===== src/include/fuse_trim_defines.svh =====
`ifndef FUSE_TRIM_DEFINES_SVH
`define FUSE_TRIM_DEFINES_SVH

// clock and pulse timing
`define CLK_PERIOD_NS           100
`define BLOW_PULSE_DURATION_US  100
`define BLOW_PULSE_CYCLES \
  ((`BLOW_PULSE_DURATION_US * 1000 + `CLK_PERIOD_NS - 1) / `CLK_PERIOD_NS)

// supply level coding on the sampled supply input
`define LEVEL_NORMAL            2'h0
`define LEVEL_MID               2'h1
`define LEVEL_HIGH              2'h2

// key pulse counts
`define KEY_MID_PARITY          4'h1
`define KEY_MID_HYS             4'h3
`define KEY_MID_DOWN            4'h4
`define KEY_MID_LOCK            4'h5
`define KEY_MID_BITWISE         4'h9
`define KEY_MID_BLOW            4'hb
`define CHECK_MID_LOW           4'h7
`define CHECK_MID_HIGH          4'h8

// fuse array layout
`define FUSE_COUNT              10
`define FUSE_OP_LSB             0
`define FUSE_HYS_LSB            6
`define FUSE_PARITY_BIT         8
`define FUSE_LOCK_BIT           9
`define LOCK_ADDR_BIT           4

// trial codes
`define OP_CODE_MAX             6'h3f
`define TRIAL_CODE_START        6'h01
`define HYS_CODE_START          2'h1

// register offsets
`define REG_STATUS              8'h00
`define REG_CODES               8'h04
`define REG_FUSES               8'h08
`define REG_CONTROL             8'h0c

// status field positions
`define ST_LOCK_BIT             0
`define ST_TRY_BIT              1
`define ST_BLOWN_BIT            2
`define ST_MARGINAL_BIT         3
`define ST_CHECK_LSB            4
`define ST_STATE_LSB            8
`define ST_SEL_LSB              12

// reset values
`define CONTROL_RESET           1'h0

`endif


===== src/include/fuse_trim_pkg.sv =====
package fuse_trim_pkg;

  // key tracking states, gray along the key path
  typedef enum logic [2:0] {
    ST_IDLE  = 3'h0,
    ST_HIGH  = 3'h1,
    ST_MID1  = 3'h3,
    ST_TRY   = 3'h2,
    ST_BLOW  = 3'h6,
    ST_DEAD  = 3'h7
  } key_state_t;

  // selected virtual register
  typedef enum logic [2:0] {
    SEL_NONE    = 3'h0,
    SEL_OP_UP   = 3'h1,
    SEL_OP_DOWN = 3'h2,
    SEL_OP_BIT  = 3'h3,
    SEL_HYS     = 3'h4,
    SEL_PARITY  = 3'h5,
    SEL_LOCK    = 3'h6,
    SEL_OP_BLOW = 3'h7
  } reg_sel_t;

  // fuse margin check
  typedef enum logic [1:0] {
    CHK_OFF  = 2'h0,
    CHK_LOW  = 2'h1,
    CHK_HIGH = 2'h2
  } check_t;

endpackage : fuse_trim_pkg


===== src/logic/fuse_trim_key_programmer.sv =====
`timescale 1ns/1ps
`include "fuse_trim_defines.svh"

module fuse_trim_key_programmer
  import fuse_trim_pkg::*;
(
  // clock and power-cycle reset
  input  wire logic                   clk,
  input  wire logic                   sys_rst,
  // supply pin level and virgin fuse erase
  input  wire logic [1:0]             supply_level,
  input  wire logic                   fuse_erase,
  // analog fuse sense at high and low thresholds
  input  wire logic [`FUSE_COUNT-1:0] fuse_sense_high,
  input  wire logic [`FUSE_COUNT-1:0] fuse_sense_low,
  // register port
  input  wire logic [7:0]             reg_addr,
  input  wire logic [31:0]            reg_wdata,
  input  wire logic                   reg_wr,
  input  wire logic                   reg_rd,
  output logic [31:0]                 reg_rdata,
  // trim outputs to the analog path
  output logic [5:0]                  operate_point,
  output logic [1:0]                  switch_hysteresis,
  output logic                        parity_trim,
  output logic                        supply_current_bump,
  // fuse blow drive
  output logic                        fuse_blow_pulse,
  output logic [`FUSE_COUNT-1:0]      fuse_blow_sel
);

  key_state_t              state;
  reg_sel_t                sel;
  check_t                  check_mode;
  logic [1:0]              high_count;
  logic [3:0]              mid_count;
  logic [7:0]              blow_addr;
  logic                    blow_done;
  logic                    try_on;
  logic [5:0]              trial_op;
  logic [1:0]              trial_hys;
  logic                    trial_par;
  logic [`FUSE_COUNT-1:0]  fuse;
  logic                    marginal;
  logic                    key_disable;
  logic                    mid_event;
  logic                    high_event;
  logic                    blow_event;
  logic                    locked;
  logic                    mid_ev;
  logic                    high_ev;
  logic                    blow_ev;
  logic [3:0]              next_mid_count;

  // decode a completed first key part into a register
  function automatic reg_sel_t decode_key(input logic [1:0] highs, input logic [3:0] mids);
    reg_sel_t r;
    r = SEL_NONE;
    if (highs == 2'h2) begin
      if (mids == `KEY_MID_DOWN) r = SEL_OP_DOWN;
      else if (mids == `KEY_MID_BITWISE) r = SEL_OP_BIT;
      else if (mids == `KEY_MID_BLOW) r = SEL_OP_BLOW;
    end else begin
      if (mids == `KEY_MID_HYS) r = SEL_HYS;
      else if (mids == `KEY_MID_PARITY) r = SEL_PARITY;
      else if (mids == `KEY_MID_LOCK) r = SEL_LOCK;
    end
    return r;
  endfunction : decode_key

  // saturating pulse counter step
  function automatic logic [3:0] count_up(input logic [3:0] c);
    return (c == 4'hf) ? c : c + 4'h1;
  endfunction : count_up

  // one-hot walk with a zero code after the top bit
  function automatic logic [5:0] bit_step(input logic [5:0] c);
    logic [5:0] n;
    n = (c == 6'h00) ? 6'h01 : {c[4:0], 1'b0};
    return n;
  endfunction : bit_step

  supply_pulse_classifier u_classifier (
    .clk          (clk),
    .sys_rst      (sys_rst),
    .supply_level (supply_level),
    .mid_event    (mid_event),
    .high_event   (high_event),
    .blow_event   (blow_event)
  );

  // events gated by software disable
  assign locked         = fuse[`FUSE_LOCK_BIT];
  assign mid_ev         = mid_event && !key_disable;
  assign high_ev        = high_event && !key_disable;
  assign blow_ev        = blow_event && !key_disable;
  assign next_mid_count = count_up(mid_count);

  // key tracking state machine
  always_ff @(posedge clk) begin
    if (sys_rst) begin
      state      <= ST_IDLE;
      sel        <= SEL_NONE;
      high_count <= 2'h0;
      mid_count  <= 4'h0;
    end else begin
      unique case (state)
        ST_IDLE: begin
          if (high_ev) begin
            state      <= ST_HIGH;
            high_count <= 2'h1;
          end
        end
        ST_HIGH: begin
          if (high_ev && high_count == 2'h1) begin
            state      <= ST_MID1;
            high_count <= 2'h2;
            mid_count  <= 4'h0;
            sel        <= locked ? SEL_NONE : SEL_OP_UP;
          end else if (high_ev) begin
            state <= ST_DEAD;
          end else if (mid_ev) begin
            state     <= ST_MID1;
            mid_count <= 4'h1;
          end
        end
        ST_MID1: begin
          if (mid_ev) begin
            mid_count <= next_mid_count;
          end else if (high_ev) begin
            mid_count <= 4'h0;
            unique case (decode_key(high_count, mid_count))
              SEL_OP_DOWN, SEL_OP_BIT: begin
                state <= locked ? ST_DEAD : ST_TRY;
                sel   <= locked ? SEL_NONE : decode_key(high_count, mid_count);
              end
              SEL_OP_BLOW: begin
                state <= locked ? ST_DEAD : ST_BLOW;
                sel   <= SEL_OP_BLOW;
              end
              SEL_HYS, SEL_PARITY, SEL_LOCK: begin
                state <= ST_TRY;
                sel   <= decode_key(high_count, mid_count);
              end
              SEL_NONE, SEL_OP_UP: begin
                state <= ST_DEAD;
                sel   <= SEL_NONE;
              end
            endcase
          end
        end
        ST_TRY: begin
          if (mid_ev) begin
            mid_count <= next_mid_count;
          end else if (high_ev) begin
            mid_count <= 4'h0;
            if (mid_count == `KEY_MID_BLOW && sel != SEL_OP_DOWN && sel != SEL_OP_BIT) begin
              state <= ST_BLOW;
            end else begin
              state <= ST_DEAD;
            end
          end
        end
        ST_BLOW: begin
          if (blow_ev || high_ev) begin
            state <= ST_DEAD;
          end
        end
        ST_DEAD: begin
          state <= ST_DEAD;
        end
        default: begin
          state <= ST_DEAD;
        end
      endcase
    end
  end

  // try mode trial codes, cleared on power cycle
  always_ff @(posedge clk) begin
    if (sys_rst) begin
      try_on    <= 1'b0;
      trial_op  <= 6'h00;
      trial_hys <= 2'h0;
      trial_par <= 1'b0;
    end else begin
      if (state == ST_HIGH && high_ev && high_count == 2'h1 && !locked) begin
        try_on   <= 1'b1;
        trial_op <= `TRIAL_CODE_START;
      end else if (state == ST_MID1 && mid_ev && sel == SEL_OP_UP) begin
        trial_op <= trial_op + 6'h01;
      end else if (state == ST_MID1 && high_ev) begin
        unique case (decode_key(high_count, mid_count))
          SEL_OP_DOWN: begin
            try_on   <= !locked;
            trial_op <= `OP_CODE_MAX;
          end
          SEL_OP_BIT: begin
            try_on   <= !locked;
            trial_op <= `TRIAL_CODE_START;
          end
          SEL_HYS: begin
            try_on    <= 1'b1;
            trial_hys <= `HYS_CODE_START;
          end
          SEL_PARITY: begin
            try_on    <= 1'b1;
            trial_par <= 1'b1;
          end
          SEL_LOCK: begin
            try_on <= 1'b1;
          end
          SEL_NONE, SEL_OP_UP, SEL_OP_BLOW: begin
            try_on <= 1'b0;
          end
        endcase
      end else if (state == ST_TRY && mid_ev) begin
        unique case (sel)
          SEL_OP_DOWN: trial_op <= trial_op - 6'h01;
          SEL_OP_BIT:  trial_op <= bit_step(trial_op);
          SEL_HYS:     trial_hys <= locked ? trial_hys : trial_hys + 2'h1;
          SEL_PARITY:  trial_par <= ~trial_par;
          SEL_NONE, SEL_OP_UP, SEL_LOCK, SEL_OP_BLOW: trial_op <= trial_op;
        endcase
      end
      if (state == ST_TRY && high_ev) begin
        try_on <= 1'b0;
      end
    end
  end

  // fuse margin check selection, try mode only
  always_ff @(posedge clk) begin
    if (sys_rst) begin
      check_mode <= CHK_OFF;
    end else if (state == ST_TRY && sel == SEL_HYS && mid_ev) begin
      if (next_mid_count == `CHECK_MID_LOW) check_mode <= CHK_LOW;
      else if (next_mid_count == `CHECK_MID_HIGH) check_mode <= CHK_HIGH;
      else check_mode <= CHK_OFF;
    end else if (state != ST_TRY) begin
      check_mode <= CHK_OFF;
    end
  end

  // marginal fuse detection and supply current flag
  always_ff @(posedge clk) begin
    if (sys_rst) begin
      marginal            <= 1'b0;
      supply_current_bump <= 1'b0;
    end else begin
      unique case (check_mode)
        CHK_LOW:  marginal <= |(~fuse & fuse_sense_low);
        CHK_HIGH: marginal <= |(fuse & ~fuse_sense_high);
        default:  marginal <= 1'b0;
      endcase
      supply_current_bump <= marginal && (check_mode != CHK_OFF);
    end
  end

  // blow mode one-hot address
  always_ff @(posedge clk) begin
    if (sys_rst) begin
      blow_addr <= 8'h01;
    end else if (state != ST_BLOW) begin
      blow_addr <= 8'h01;
    end else if (mid_ev) begin
      blow_addr <= {blow_addr[6:0], 1'b0};
    end
  end

  // fuse blow decision and drive, one per power cycle
  always_ff @(posedge clk) begin
    if (sys_rst) begin
      blow_done       <= 1'b0;
      fuse_blow_pulse <= 1'b0;
      fuse_blow_sel   <= '0;
    end else begin
      fuse_blow_pulse <= 1'b0;
      fuse_blow_sel   <= '0;
      if (state == ST_BLOW && blow_ev && !blow_done) begin
        blow_done       <= 1'b1;
        fuse_blow_pulse <= 1'b1;
        unique case (sel)
          SEL_OP_BLOW: begin
            if (!locked) fuse_blow_sel[`FUSE_OP_LSB +: 6] <= blow_addr[5:0];
          end
          SEL_HYS: begin
            if (!locked) fuse_blow_sel[`FUSE_HYS_LSB +: 2] <= blow_addr[1:0];
          end
          SEL_PARITY: begin
            fuse_blow_sel[`FUSE_PARITY_BIT] <= ^fuse[`FUSE_PARITY_BIT-1:0];
          end
          SEL_LOCK: begin
            fuse_blow_sel[`FUSE_LOCK_BIT] <= blow_addr[`LOCK_ADDR_BIT];
          end
          SEL_NONE, SEL_OP_UP, SEL_OP_DOWN, SEL_OP_BIT: fuse_blow_pulse <= 1'b0;
        endcase
      end
    end
  end

  // fuse array, kept across power cycles
  always_ff @(posedge clk) begin
    if (fuse_erase) begin
      fuse <= '0;
    end else if (fuse_blow_pulse) begin
      fuse <= fuse | fuse_blow_sel;
    end
  end

  // software control register
  always_ff @(posedge clk) begin
    if (sys_rst) begin
      key_disable <= `CONTROL_RESET;
    end else if (reg_wr && reg_addr == `REG_CONTROL) begin
      key_disable <= reg_wdata[0];
    end
  end

  // trim codes applied to the analog path
  always_ff @(posedge clk) begin
    if (sys_rst) begin
      operate_point     <= 6'h00;
      switch_hysteresis <= 2'h0;
      parity_trim       <= 1'b0;
    end else begin
      operate_point     <= (try_on && (sel == SEL_OP_UP || sel == SEL_OP_DOWN ||
                            sel == SEL_OP_BIT)) ? trial_op : fuse[`FUSE_OP_LSB +: 6];
      switch_hysteresis <= (try_on && sel == SEL_HYS && !locked) ? trial_hys
                                                                 : fuse[`FUSE_HYS_LSB +: 2];
      parity_trim       <= (try_on && sel == SEL_PARITY) ? trial_par
                                                         : fuse[`FUSE_PARITY_BIT];
    end
  end

  // register read port, data one cycle after the strobe
  always_ff @(posedge clk) begin
    if (sys_rst) begin
      reg_rdata <= 32'h0000_0000;
    end else if (reg_rd) begin
      reg_rdata <= 32'h0000_0000;
      unique case (reg_addr)
        `REG_STATUS: begin
          reg_rdata[`ST_LOCK_BIT]          <= locked;
          reg_rdata[`ST_TRY_BIT]           <= try_on;
          reg_rdata[`ST_BLOWN_BIT]         <= blow_done;
          reg_rdata[`ST_MARGINAL_BIT]      <= marginal;
          reg_rdata[`ST_CHECK_LSB +: 2]    <= check_mode;
          reg_rdata[`ST_STATE_LSB +: 3]    <= state;
          reg_rdata[`ST_SEL_LSB +: 3]      <= sel;
        end
        `REG_CODES: begin
          reg_rdata[5:0]  <= trial_op;
          reg_rdata[9:8]  <= trial_hys;
          reg_rdata[16]   <= trial_par;
        end
        `REG_FUSES: begin
          reg_rdata[`FUSE_COUNT-1:0] <= fuse;
        end
        `REG_CONTROL: begin
          reg_rdata[0] <= key_disable;
        end
        default: begin
          reg_rdata <= 32'h0000_0000;
        end
      endcase
    end else begin
      reg_rdata <= 32'h0000_0000;
    end
  end

endmodule : fuse_trim_key_programmer


===== src/logic/supply_pulse_classifier.sv =====
`timescale 1ns/1ps
`include "fuse_trim_defines.svh"

module supply_pulse_classifier (
  // clock and reset
  input  wire logic       clk,
  input  wire logic       sys_rst,
  // sampled supply level
  input  wire logic [1:0] supply_level,
  // pulse events at the falling edge
  output logic            mid_event,
  output logic            high_event,
  output logic            blow_event
);

  localparam logic [11:0] BLOW_CYCLES = 12'(`BLOW_PULSE_CYCLES);

  logic [1:0]  prev_level;
  logic [11:0] high_len;

  // previous level for edge detection
  always_ff @(posedge clk) begin
    if (sys_rst) begin
      prev_level <= `LEVEL_NORMAL;
    end else begin
      prev_level <= supply_level;
    end
  end

  // length of the current high pulse, saturating
  always_ff @(posedge clk) begin
    if (sys_rst) begin
      high_len <= 12'h000;
    end else if (supply_level == `LEVEL_HIGH) begin
      if (high_len != 12'hfff) begin
        high_len <= high_len + 12'h001;
      end
    end else begin
      high_len <= 12'h000;
    end
  end

  // classify each pulse when it ends
  always_ff @(posedge clk) begin
    if (sys_rst) begin
      mid_event  <= 1'b0;
      high_event <= 1'b0;
      blow_event <= 1'b0;
    end else begin
      mid_event  <= (prev_level == `LEVEL_MID) && (supply_level != `LEVEL_MID);
      high_event <= (prev_level == `LEVEL_HIGH) && (supply_level != `LEVEL_HIGH)
                    && (high_len < BLOW_CYCLES);
      blow_event <= (prev_level == `LEVEL_HIGH) && (supply_level != `LEVEL_HIGH)
                    && (high_len >= BLOW_CYCLES);
    end
  end

endmodule : supply_pulse_classifier


===== config.mk =====
export PLATFORM = sky130hd
export DESIGN_NAME = fuse_trim_key_programmer
export DESIGN_NICKNAME = d
export VERILOG_FILES = /design/src/include/fuse_trim_pkg.sv /design/src/logic/fuse_trim_key_programmer.sv /design/src/logic/supply_pulse_classifier.sv
export VERILOG_INCLUDE_DIRS = /design/src /design/src/include
export SDC_FILE = /design/constraint.sdc
export NUM_CORES = 1
export LEC_CHECK = 0
export ABC_AREA = 1
export BUFFER_PORTS_ARGS = -buffer_cell sky130_fd_sc_hd__buf_2
export CORE_MARGIN = 2
export CORE_UTILIZATION = 40
export CTS_BUF_LIST = sky130_fd_sc_hd__clkbuf_8
export DETAILED_ROUTE_END_ITERATION = 10
export PLACE_DENSITY = 0.75
export RECOVER_POWER = 25
export SLEW_MARGIN = 20
export SYNTH_ARGS = -nofsm -noshare
export SYNTH_HDL_FRONTEND = slang
export SYNTH_SLANG_ARGS = --single-unit

===== constraint.sdc =====
create_clock -name clk -period 2.3 [get_ports clk]
set_clock_uncertainty 0.15 [all_clocks]
set_input_delay 0.23 -clock clk [delete_from_list [all_inputs] [get_ports clk]]
set_output_delay 0.23 -clock clk [all_outputs]
set_load 0.02 [all_outputs]

**Word-level counts from Yosys, hierarchy flattened**

Cells that the tools add are included.

- Add/sub/neg operators: 5
- $lt $le $gt $ge: 2
- Eq/ne operators: 68
- Muxes and demuxes: 78
- Bitwise operators: 18
- Reduce and logical (&&, ||, !) cells: 86

Operators by type and width:

| operator | count |
|---|---|
| $mux W3 | 29 |
| $eq A3 B3 Y1 const B | 13 |
| $mux W6 | 5 |
| $logic_and A1 B1 Y1 | 28 |
| $eq A3 B2 Y1 const B | 8 |
| $mux W2 | 12 |
| $mux W4 | 6 |
| $pmux W3 S4 | 2 |
| $pmux W6 S2 | 2 |
| $reduce_or A3 Y1 | 8 |
| $and A10 B10 Y10 | 2 |
| $not A10 Y10 | 2 |
| $reduce_or A10 Y1 | 2 |
| $reduce_or A2 Y1 | 10 |
| $ne A2 B2 Y1 const B | 9 |
| $reduce_bool A2 Y1 | 9 |
| $eq A4 B4 Y1 const B | 4 |
| $eq A8 B4 Y1 const B | 2 |
| $pmux W3 S5 | 1 |
| $pmux W5 S3 | 1 |
| $mux W1 | 13 |
| $not A1 Y1 | 13 |
| $add A12 B1 Y12 const B | 1 |
| $eq A3 B1 Y1 const B | 4 |
| other kinds (44) | 71 |

- Register bits after elaboration: 113
- Input bits: 67

**Logic depth before layout (Yosys ltp)**

Gate-level depths: netlist of run 1.

- Depth after elaboration: 15
- Mapped depth: 13
- Depth with buffers taken out: 13

**By module**

Synthesis of run 1 repeated with hierarchy kept, for this count alone.

- Cells, all modules: 707
- Area total of the unflattened synthesis: 4972.3 µm²

Modules (own cells, without submodules):

| module | instances | cells each | area each (µm²) | sequential area each (µm²) |
|---|---|---|---|---|
| fuse_trim_key_programmer | 1 | 589 | 4116.4 | 1581.5 |
| supply_pulse_classifier | 1 | 118 | 855.8 | 340.3 |

**Worst setup path after synthesis of run 1**

No wires, ideal clock.

- Path kind: register to register
- Start: register mid_count[0]
- End: register trial_op[1]
- Arrival time: 1422 ps
- Data required time: 2033 ps
- Slack: 611 ps
- Cell stages (with the launch flop): 11
- Path buffers: 0
- Clock period less this slack: 1689 ps
- Cells stage by stage: dfxtp_1 ha_1 inv_1 nor2_1 nand3_1 nand3_1 nand2_1 nand2_4 inv_2 o21ai_0 nor2_1

- Cells in the longest elaborated chain, start to end: 13
- Elaborated cells between the ends (all ways): 24
- Classes of those cells: 9 x eq/ne; 14 x mux; 1 x reduce/logical

Ends and longest elaborated chain:

| what | line | RTL |
|---|---|---|
| from (decl) | fuse_trim_key_programmer.sv:36 | `logic [3:0] mid_count;` |
| from (signal assigned) | fuse_trim_key_programmer.sv:129 | `mid_count <= next_mid_count;` |
| from (signal assigned) | fuse_trim_key_programmer.sv:154 | `mid_count <= next_mid_count;` |
| $eq A4 B4 Y1 (no line) / $eq A4 B3 Y1 (equally long branches) | n/a |  |
| $mux W3 (on tied branches) | fuse_trim_key_programmer.sv:62, fuse_trim_key_programmer.sv:66 |  |
| $mux W3 (on tied branches) (2 in a row) | n/a |  |
| $mux W3 * | n/a |  |
| $mux W3 * | fuse_trim_key_programmer.sv:192 | `end else if (state == ST_MID1 && high_ev) begin` |
| $mux W3 * | fuse_trim_key_programmer.sv:190 | `end else if (state == ST_MID1 && mid_ev && sel == SEL_OP_UP) begin` |
| $mux W3 * | fuse_trim_key_programmer.sv:187 | `if (state == ST_HIGH && high_ev && high_count == 2'h1 && !locked) begin` |
| $mux W3 * | fuse_trim_key_programmer.sv:181 | `if (sys_rst) begin` |
| $eq A3 B2 Y1 | fuse_trim_key_programmer.sv:193 | `unique case (decode_key(high_count, mid_count))` |
| $pmux W6 S2 | fuse_trim_key_programmer.sv:193 |  |
| $mux W6 | fuse_trim_key_programmer.sv:192 |  |
| $mux W6 | fuse_trim_key_programmer.sv:190 |  |
| to (signal assigned) | fuse_trim_key_programmer.sv:189 | `` trial_op <= `TRIAL_CODE_START; `` |
| to (signal assigned) | fuse_trim_key_programmer.sv:191 | `trial_op <= trial_op + 6'h01;` |
| to (signal assigned) | fuse_trim_key_programmer.sv:196 | `` trial_op <= `OP_CODE_MAX; `` |
| to (decl) | fuse_trim_key_programmer.sv:40 | `logic [5:0] trial_op;` |

Every way passes the cells marked *; elsewhere a longest branch is shown, timed or not. The select of a mux whose other input is x is not followed.
A chain may end at the register's enable or synchronous reset.

**Worst setup path after layout of run 1**

- Start: register mid_count[0]
- End: register trial_op[2]

The elaborated chain is that of the path after synthesis.

==> results of run 1 <==
[metrics by stage]
stage / cells / hold slack, ps / total power, mW / util [%] / cell area (um^2)
final: 956 / 49.40 / 3.028 / 46.73 / 5637
after global routing: 956 / 82.90 / 3.181 / 46.73 / 5637
after CTS: 956 / 8.622 / 3.070 / 46.95 / 5663
after detailed placement: 935 / 267.5 / 2.014 / 44.97 / 5424
after global placement: 935 / 260.3 / 2.013 / 44.97 / 5424
after floorplan: 722 / 187.0 / 1.957 / - / 5029
[report_power, final]
group / switching (mW) / internal, mW
Sequential: 0.0200 / 1.68
Combinational: 0.201 / 0.0883
Clock: 0.600 / 0.440
Total: 0.821 / 2.21
[worst max-delay path: cells and delay by family, from the launching register on]
family / cells / cell delay, ps
flip-flops: 1 / 400
adder cells (fa/ha/maj): 1 / 320
AND/OR/NAND/NOR: 6 / 610
AO/OA/AOI/OAI: 1 / 160
buffers and inverters: 2 / 200
[worst max path at each step]
stage / endpoint / depth (start not counted) / start / slack, ps
CTS: trial_op[3]$_SDFFE_PP0P_ / 10 / mid_count[0]$_SDFFE_PP0P_ / 390
global placement: trial_op[2]$_SDFFE_PP0P_ / 10 / mid_count[0]$_SDFFE_PP0P_ / 430
finish: trial_op[2]$_SDFFE_PP0P_ / 10 / mid_count[0]$_SDFFE_PP0P_ / 380
detailed placement: trial_op[3]$_SDFFE_PP0P_ / 10 / mid_count[0]$_SDFFE_PP0P_ / 390
global route: trial_op[2]$_SDFFE_PP0P_ / 10 / mid_count[0]$_SDFFE_PP0P_ / 80
floorplan: trial_op[1]$_SDFFE_PP0P_ / 10 / mid_count[0]$_SDFFE_PP0P_ / 610
[sequential cells by signal, summed over array words and instances, names as in the netlist, 2 cells and up]
register and count:
reg_rdata 15, trial_op 6, fuse_blow_sel 10, fuse 10
operate_point 6, high_count 2, u_classifier.prev_level 2, mid_count 4
sel 3, switch_hysteresis 2, state 3, check_mode 2
trial_hys 2, blow_addr 6, u_classifier.high_len 12
[placed cells by master (no fill, tap or decap), types with 2 or more instances in the layout]
cell	n
nand2_1	134
nand2_4	3
clkbuf_8	10
inv_2	9
o22ai_1	14
buf_4	5
nor2_1	78
nand4_2	2
nand4_1	16
clkbuf_1	16
clkinv_4	3
a21oi_1	48
nor2_2	4
inv_6	2
dlygate4sd3_1	5
conb_1	17
inv_1	99
o21ai_1	2
xnor2_1	8
nand2_2	5
nor2_4	3
ha_1	11
nor3_1	18
xor2_1	9
dfxtp_1	96
buf_2	55
nand3_1	40
a31oi_1	4
a211oi_1	2
o31ai_1	2
o21ai_0	53
[final cells by class]
class	count	area [um^2]	area share, %
clock buffers	10	137.6	2.442
inverters	110	417.9	7.414
well taps	168	210.2	3.729
multi-input cells	485	2475	43.91
flip-flops and latches	96	1922	34.10
repair buffers	81	422.9	7.503
clock inverters	6	51.30	0.9101
[routing by layer]
metal	up-vias	routed length, um	global-route usage (%)
met2	138	5277	29.67
met5	-	0	0
li1	2396	-	-
met1	2035	5704	24.95
met3	16	695	3.452
met4	0	219	6.345
[cells by family (layout without fill, tap and decap cells)]
group                      count (synthesis)  after routing  share of synthesized area, %
and+or+nand+nor                          309            309                         28.43
buffers and inverters                    141            207                         12.59
AOI/OAI and AO/OA                        131            131                         14.45
DFF                                       96             96                         38.68
xor gates and xnor gates                  17             17                         2.997
adders and majority gates                 11             11                         2.770
other                                      1             17                       0.07548
==> flow_summary.ini, run 1 <==
[critical_path]
slowest_stage = dfxtp_1
worst_setup_path_end_kind = flop
cp_max_fo = 7
reg2reg_depth = 10
r2r-end = trial_op[2]$_SDFFE_PP0P_
critPathMaxStageDelay_ps = 400
crit_chain = ha_1, inv_1, nor2_1, nand3_1, nand3_1, nand2_1, nand2_4, inv_2, o21ai_0, nor2_1
r2r-start = mid_count[0]$_SDFFE_PP0P_
cp.arrival_ps = 2040
cp.required_ps = 2420
worstSetupPathType = flop to flop
r2r_slack_ps = 380
critPathLaunchType = flop

[sta]
slew_headroom_pct = 65.40
period_needed_ps = 1920
worstMarginPinSlew_ps = 518.4
slew_viol_final = 0
max_clock_freq_ghz = 0.5208
fin_crit_sh_pct = 83.48
setup_slack_ps = 380.0
hold_violations = 0
setup_tns_ps = 0
setup_viol = 0
rsz0062_at_grt = no

[hold_path]
min_path_type = input pin to flop
hold_depth = 3
min_from = reg_wdata[0]
hold_end = key_disable$_SDFFE_PP0P_

[detailed_routing]
drc = 0
dr.pass1.iters = 5
via_per_inst = 4.796
first_iter_violations = 460
routed_wirelength_um = 11900
wl_per_cell_um = 12.44
ant_nets = 0
num_vias = 4585

[global_routing]
grt_util_all_layers_pct = 18.45
antenna_found_initial = 0
grt_overflow = 0
grt_pass1_wl_um = 19710
grt_pass1_vias = 4246
grt_max_degree = 21

[cts]
holdBufCountCts = 5
clock_latency_ps = 370
postCtsSetupRepairBufs = 0
root_buffer = clkbuf_8
cts-htree-levels = 3
cts_buffers = 9
cts_resized = 0
clkTransAtPathRegs_ps = 100
clockBufferDepth = 2
cts_num_sinks = 96
cts_tree = yes

[place]
portBuffers = 71
routabilityCongestion = 0.9115
place_hpwl_um = 9304
dp_slack_ps = 392.1

[floorplanning]
dieArea_um2 = 13330
die_y_um = 115.5
initial_core_util_pct = 41.19
core_um2 = 12060
die_w_um = 115.5
io-pin-count = 120
std_cell_rows = 40

[job]
drv_cap = 0

[yosys]
synthTopCellsByCount = nand2_1, inv_1, dfxtp_1
yosys_register_bits = 96
avgSynthCellArea_um2 = 7.038
synth_top_area_cell = dfxtp_1
yosys_most_used_dff = dfxtp_1
synth.most_common_cell = nand2_1
yosys_warnings = 0
syn-cell-area_um2 = 4969
synthDistinctLibCells = 44
synth_area_leaders = dfxtp_1, nand2_1, inv_1
synthCells = 706
synth_edf_count = 0
synthArstFlopShare_pct = 0
seq_area_frac_synth_pct = 38.68
yosys.area.top_type_share_pct = 38.68

[pwr]
p_leak_nw = 2.575
powerDensity_nw_per_um2 = 537.2
ir_drop_mv = 0.4588

[cells_and_area]
synthToLayoutAreaGrowth_pct = 13.45
antenna_cells = 0
num-fill-cells = 1246
drive_gt1_share_pct = 13.96
layout.nets = 861

[run_status]
outcome = complete, no violations
Note: power is estimated with default switching activity, not from simulation.
==> run 2: changes to the inputs <==
Clock period 2.3 ns to 1.9 ns, I/O delays scaled along.
==> run 2 against run 1 <==
Net effect:
- flip-flop and latch count did not move
- critical path depth grew 2
- global-route usage rose by 0.12 points
- worst setup slack got worse by 280 ps
- final area increased by 3.8%
- combinational power up 29%
- first-iteration DRC count down 34%
- sequential power grew 21%
==> flow_summary.ini, run 2 (synthesis results as in run 1) <==
[run_status]
outcome = complete, no violations

[detailed_routing]
num_vias = 4691
wl_per_cell_um = 12.70
via_per_inst = 4.826
dr.pass1.iters = 7
first_iter_violations = 305
ant_nets = 0
drc = 0
routed_wirelength_um = 12340

[critical_path]
cp.required_ps = 2030
critPathLaunch = mid_count[0]$_SDFFE_PP0P_
cp.arrival_ps = 1930
slowest_stage = dfxtp_2
critPathBufInv = 2
critPathMaxStageDelay_ps = 420
critPathLaunchType = flop
crit_chain = inv_1, ha_1, nand3_1, nand2_1, inv_1, nand2_1, nand2_1, nand2_1, o21bai_4, nand3_1, nor2_1, nor2_1
worst_setup_path_end_kind = flop
r2r-start = mid_count[0]$_SDFFE_PP0P_
crit_top_cell = nand2_1
path_delay_family = simple AND/OR/NAND/NOR gates
cp_max_fo = 5
worstSetupPathType = flop to flop
reg2reg_depth = 12
r2r_slack_ps = 100
r2r-end = trial_hys[0]$_SDFFE_PP0P_

[sta]
fin_crit_sh_pct = 94.62
fin_hold_ws_ps = 92.04
setup_slack_ps = 102.2
rsz0062_at_grt = yes
setup_viol = 0
slew_headroom_pct = 50.07
period_needed_ps = 1798
max_clock_freq_ghz = 0.5562
setup_tns_ps = 0
hold_violations = 0
slew_viol_final = 0
worstMarginPinSlew_ps = 745.6

[cells_and_area]
multiInputGateArea_um2 = 2544
antenna_cells = 0
drive_gt1_share_pct = 16.54
final_common_cell = nand2_1
final_util_pct = 48.50
regArea_um2 = 1927
num-fill-cells = 1237
largest_register_ffs = 15
synthToLayoutAreaGrowth_pct = 17.73
mostFrequentLayoutCells = nand2_1, inv_1, dfxtp_1
post-route-cell-area_um2 = 5849
top_regs = reg_rdata: 15 flops, u_classifier.high_len: 12 flops
fin_cells = 972
regMostFlops = reg_rdata
layout.nets = 878

[pwr]
powerDensity_nw_per_um2 = 647.9
p_total_mw = 3.790
ir_drop_mv = 0.4454
p_leak_nw = 2.651

[hold_path]
min_path_type = input pin to flop
min_from = fuse_sense_low[3]
hold_end = marginal$_SDFF_PP0_
hold_depth = 5

[cts]
clkTransAtPathRegs_ps = 100
cts_buffers = 9
cts-htree-levels = 3
clockBufferDepth = 2
clock_latency_ps = 370
root_buffer = clkbuf_8
cts_tree = yes
cts_num_sinks = 96

[place]
place_hpwl_um = 9516
dp.cells = 951
dp_slack_ps = 23.30
portBuffers = 71
routabilityCongestion = 0.9091
placed_cell_area_um2 = 5544

[global_routing]
grt_pass1_wl_um = 19790
grt_util_all_layers_pct = 18.57
grt_max_degree = 21
grt_overflow = 0
grt_pass1_vias = 4250
antenna_found_initial = 0

[job]
drv_cap = 0

[floorplanning]
die_w_um = 115.5
die_y_um = 115.5
dieArea_um2 = 13330
std_cell_rows = 40
core_um2 = 12060
io-pin-count = 120
initial_core_util_pct = 41.19
run 2: changes by cell type in the layout (fill, tap and decap cells not counted), moves of 4 or more:
cell / previous run / this run
buf_4: 5 / 20
clkbuf_1: 16 / 20
dfxtp_1: 96 / 92
dfxtp_2: 0 / 4
run 2: worst max path at each step:
stage                                end  slack, ps  cells past startpoint
6_report       trial_hys[0]$_SDFFE_PP0P_        100                     12
2_1_floorplan   trial_op[1]$_SDFFE_PP0P_        210                     10
3_3_place_gp    trial_op[1]$_SDFFE_PP0P_         60                     10
4_1_cts         trial_op[3]$_SDFFE_PP0P_          8                     10
3_5_place_dp    trial_op[3]$_SDFFE_PP0P_         20                     10
5_1_grt        trial_hys[0]$_SDFFE_PP0P_        -30                     12
run 2: report_power, final:
group,internal (mW),switching [mW]
combinational,0.121,0.252
clock,0.646,0.710
sequential,2.03,0.0286
run 2: tightest hold or removal path, cell delays in order:
cell,delay [ps]
buf_2,70
nand2_1,40
nand4_1,70
o31ai_1,70
a21oi_1,130
run 2: cell type report:
| cell class | count | share of cell area, % |
|---|---|---|
| timing repair buffer | 98 | 9.326 |
| multi-input combinational | 485 | 43.49 |
| inverter | 110 | 7.230 |
| tap | 168 | 3.594 |
| clock inverter | 5 | 1.070 |
| clock buffer | 10 | 2.353 |
| sequential | 96 | 32.94 |
run 2: metal layers:
layer | GRT usage [%] | vias to the layer above | part of all wire [%]
met1 | 24.76 | 2105 | 48
met4 | 5.141 | 0 | 1.8
li1 | - | 2430 | -
met3 | 4.759 | 17 | 6.0
met2 | 29.90 | 139 | 44
met5 | 0 | - | 0
run 2: repair_timing:
item	CTS	global route
setup buffers	0	0
gates resized for setup	0	21
setup endpoints to repair	0	15
endpoints found under the hold margin	15	0
hold buffers	6	0
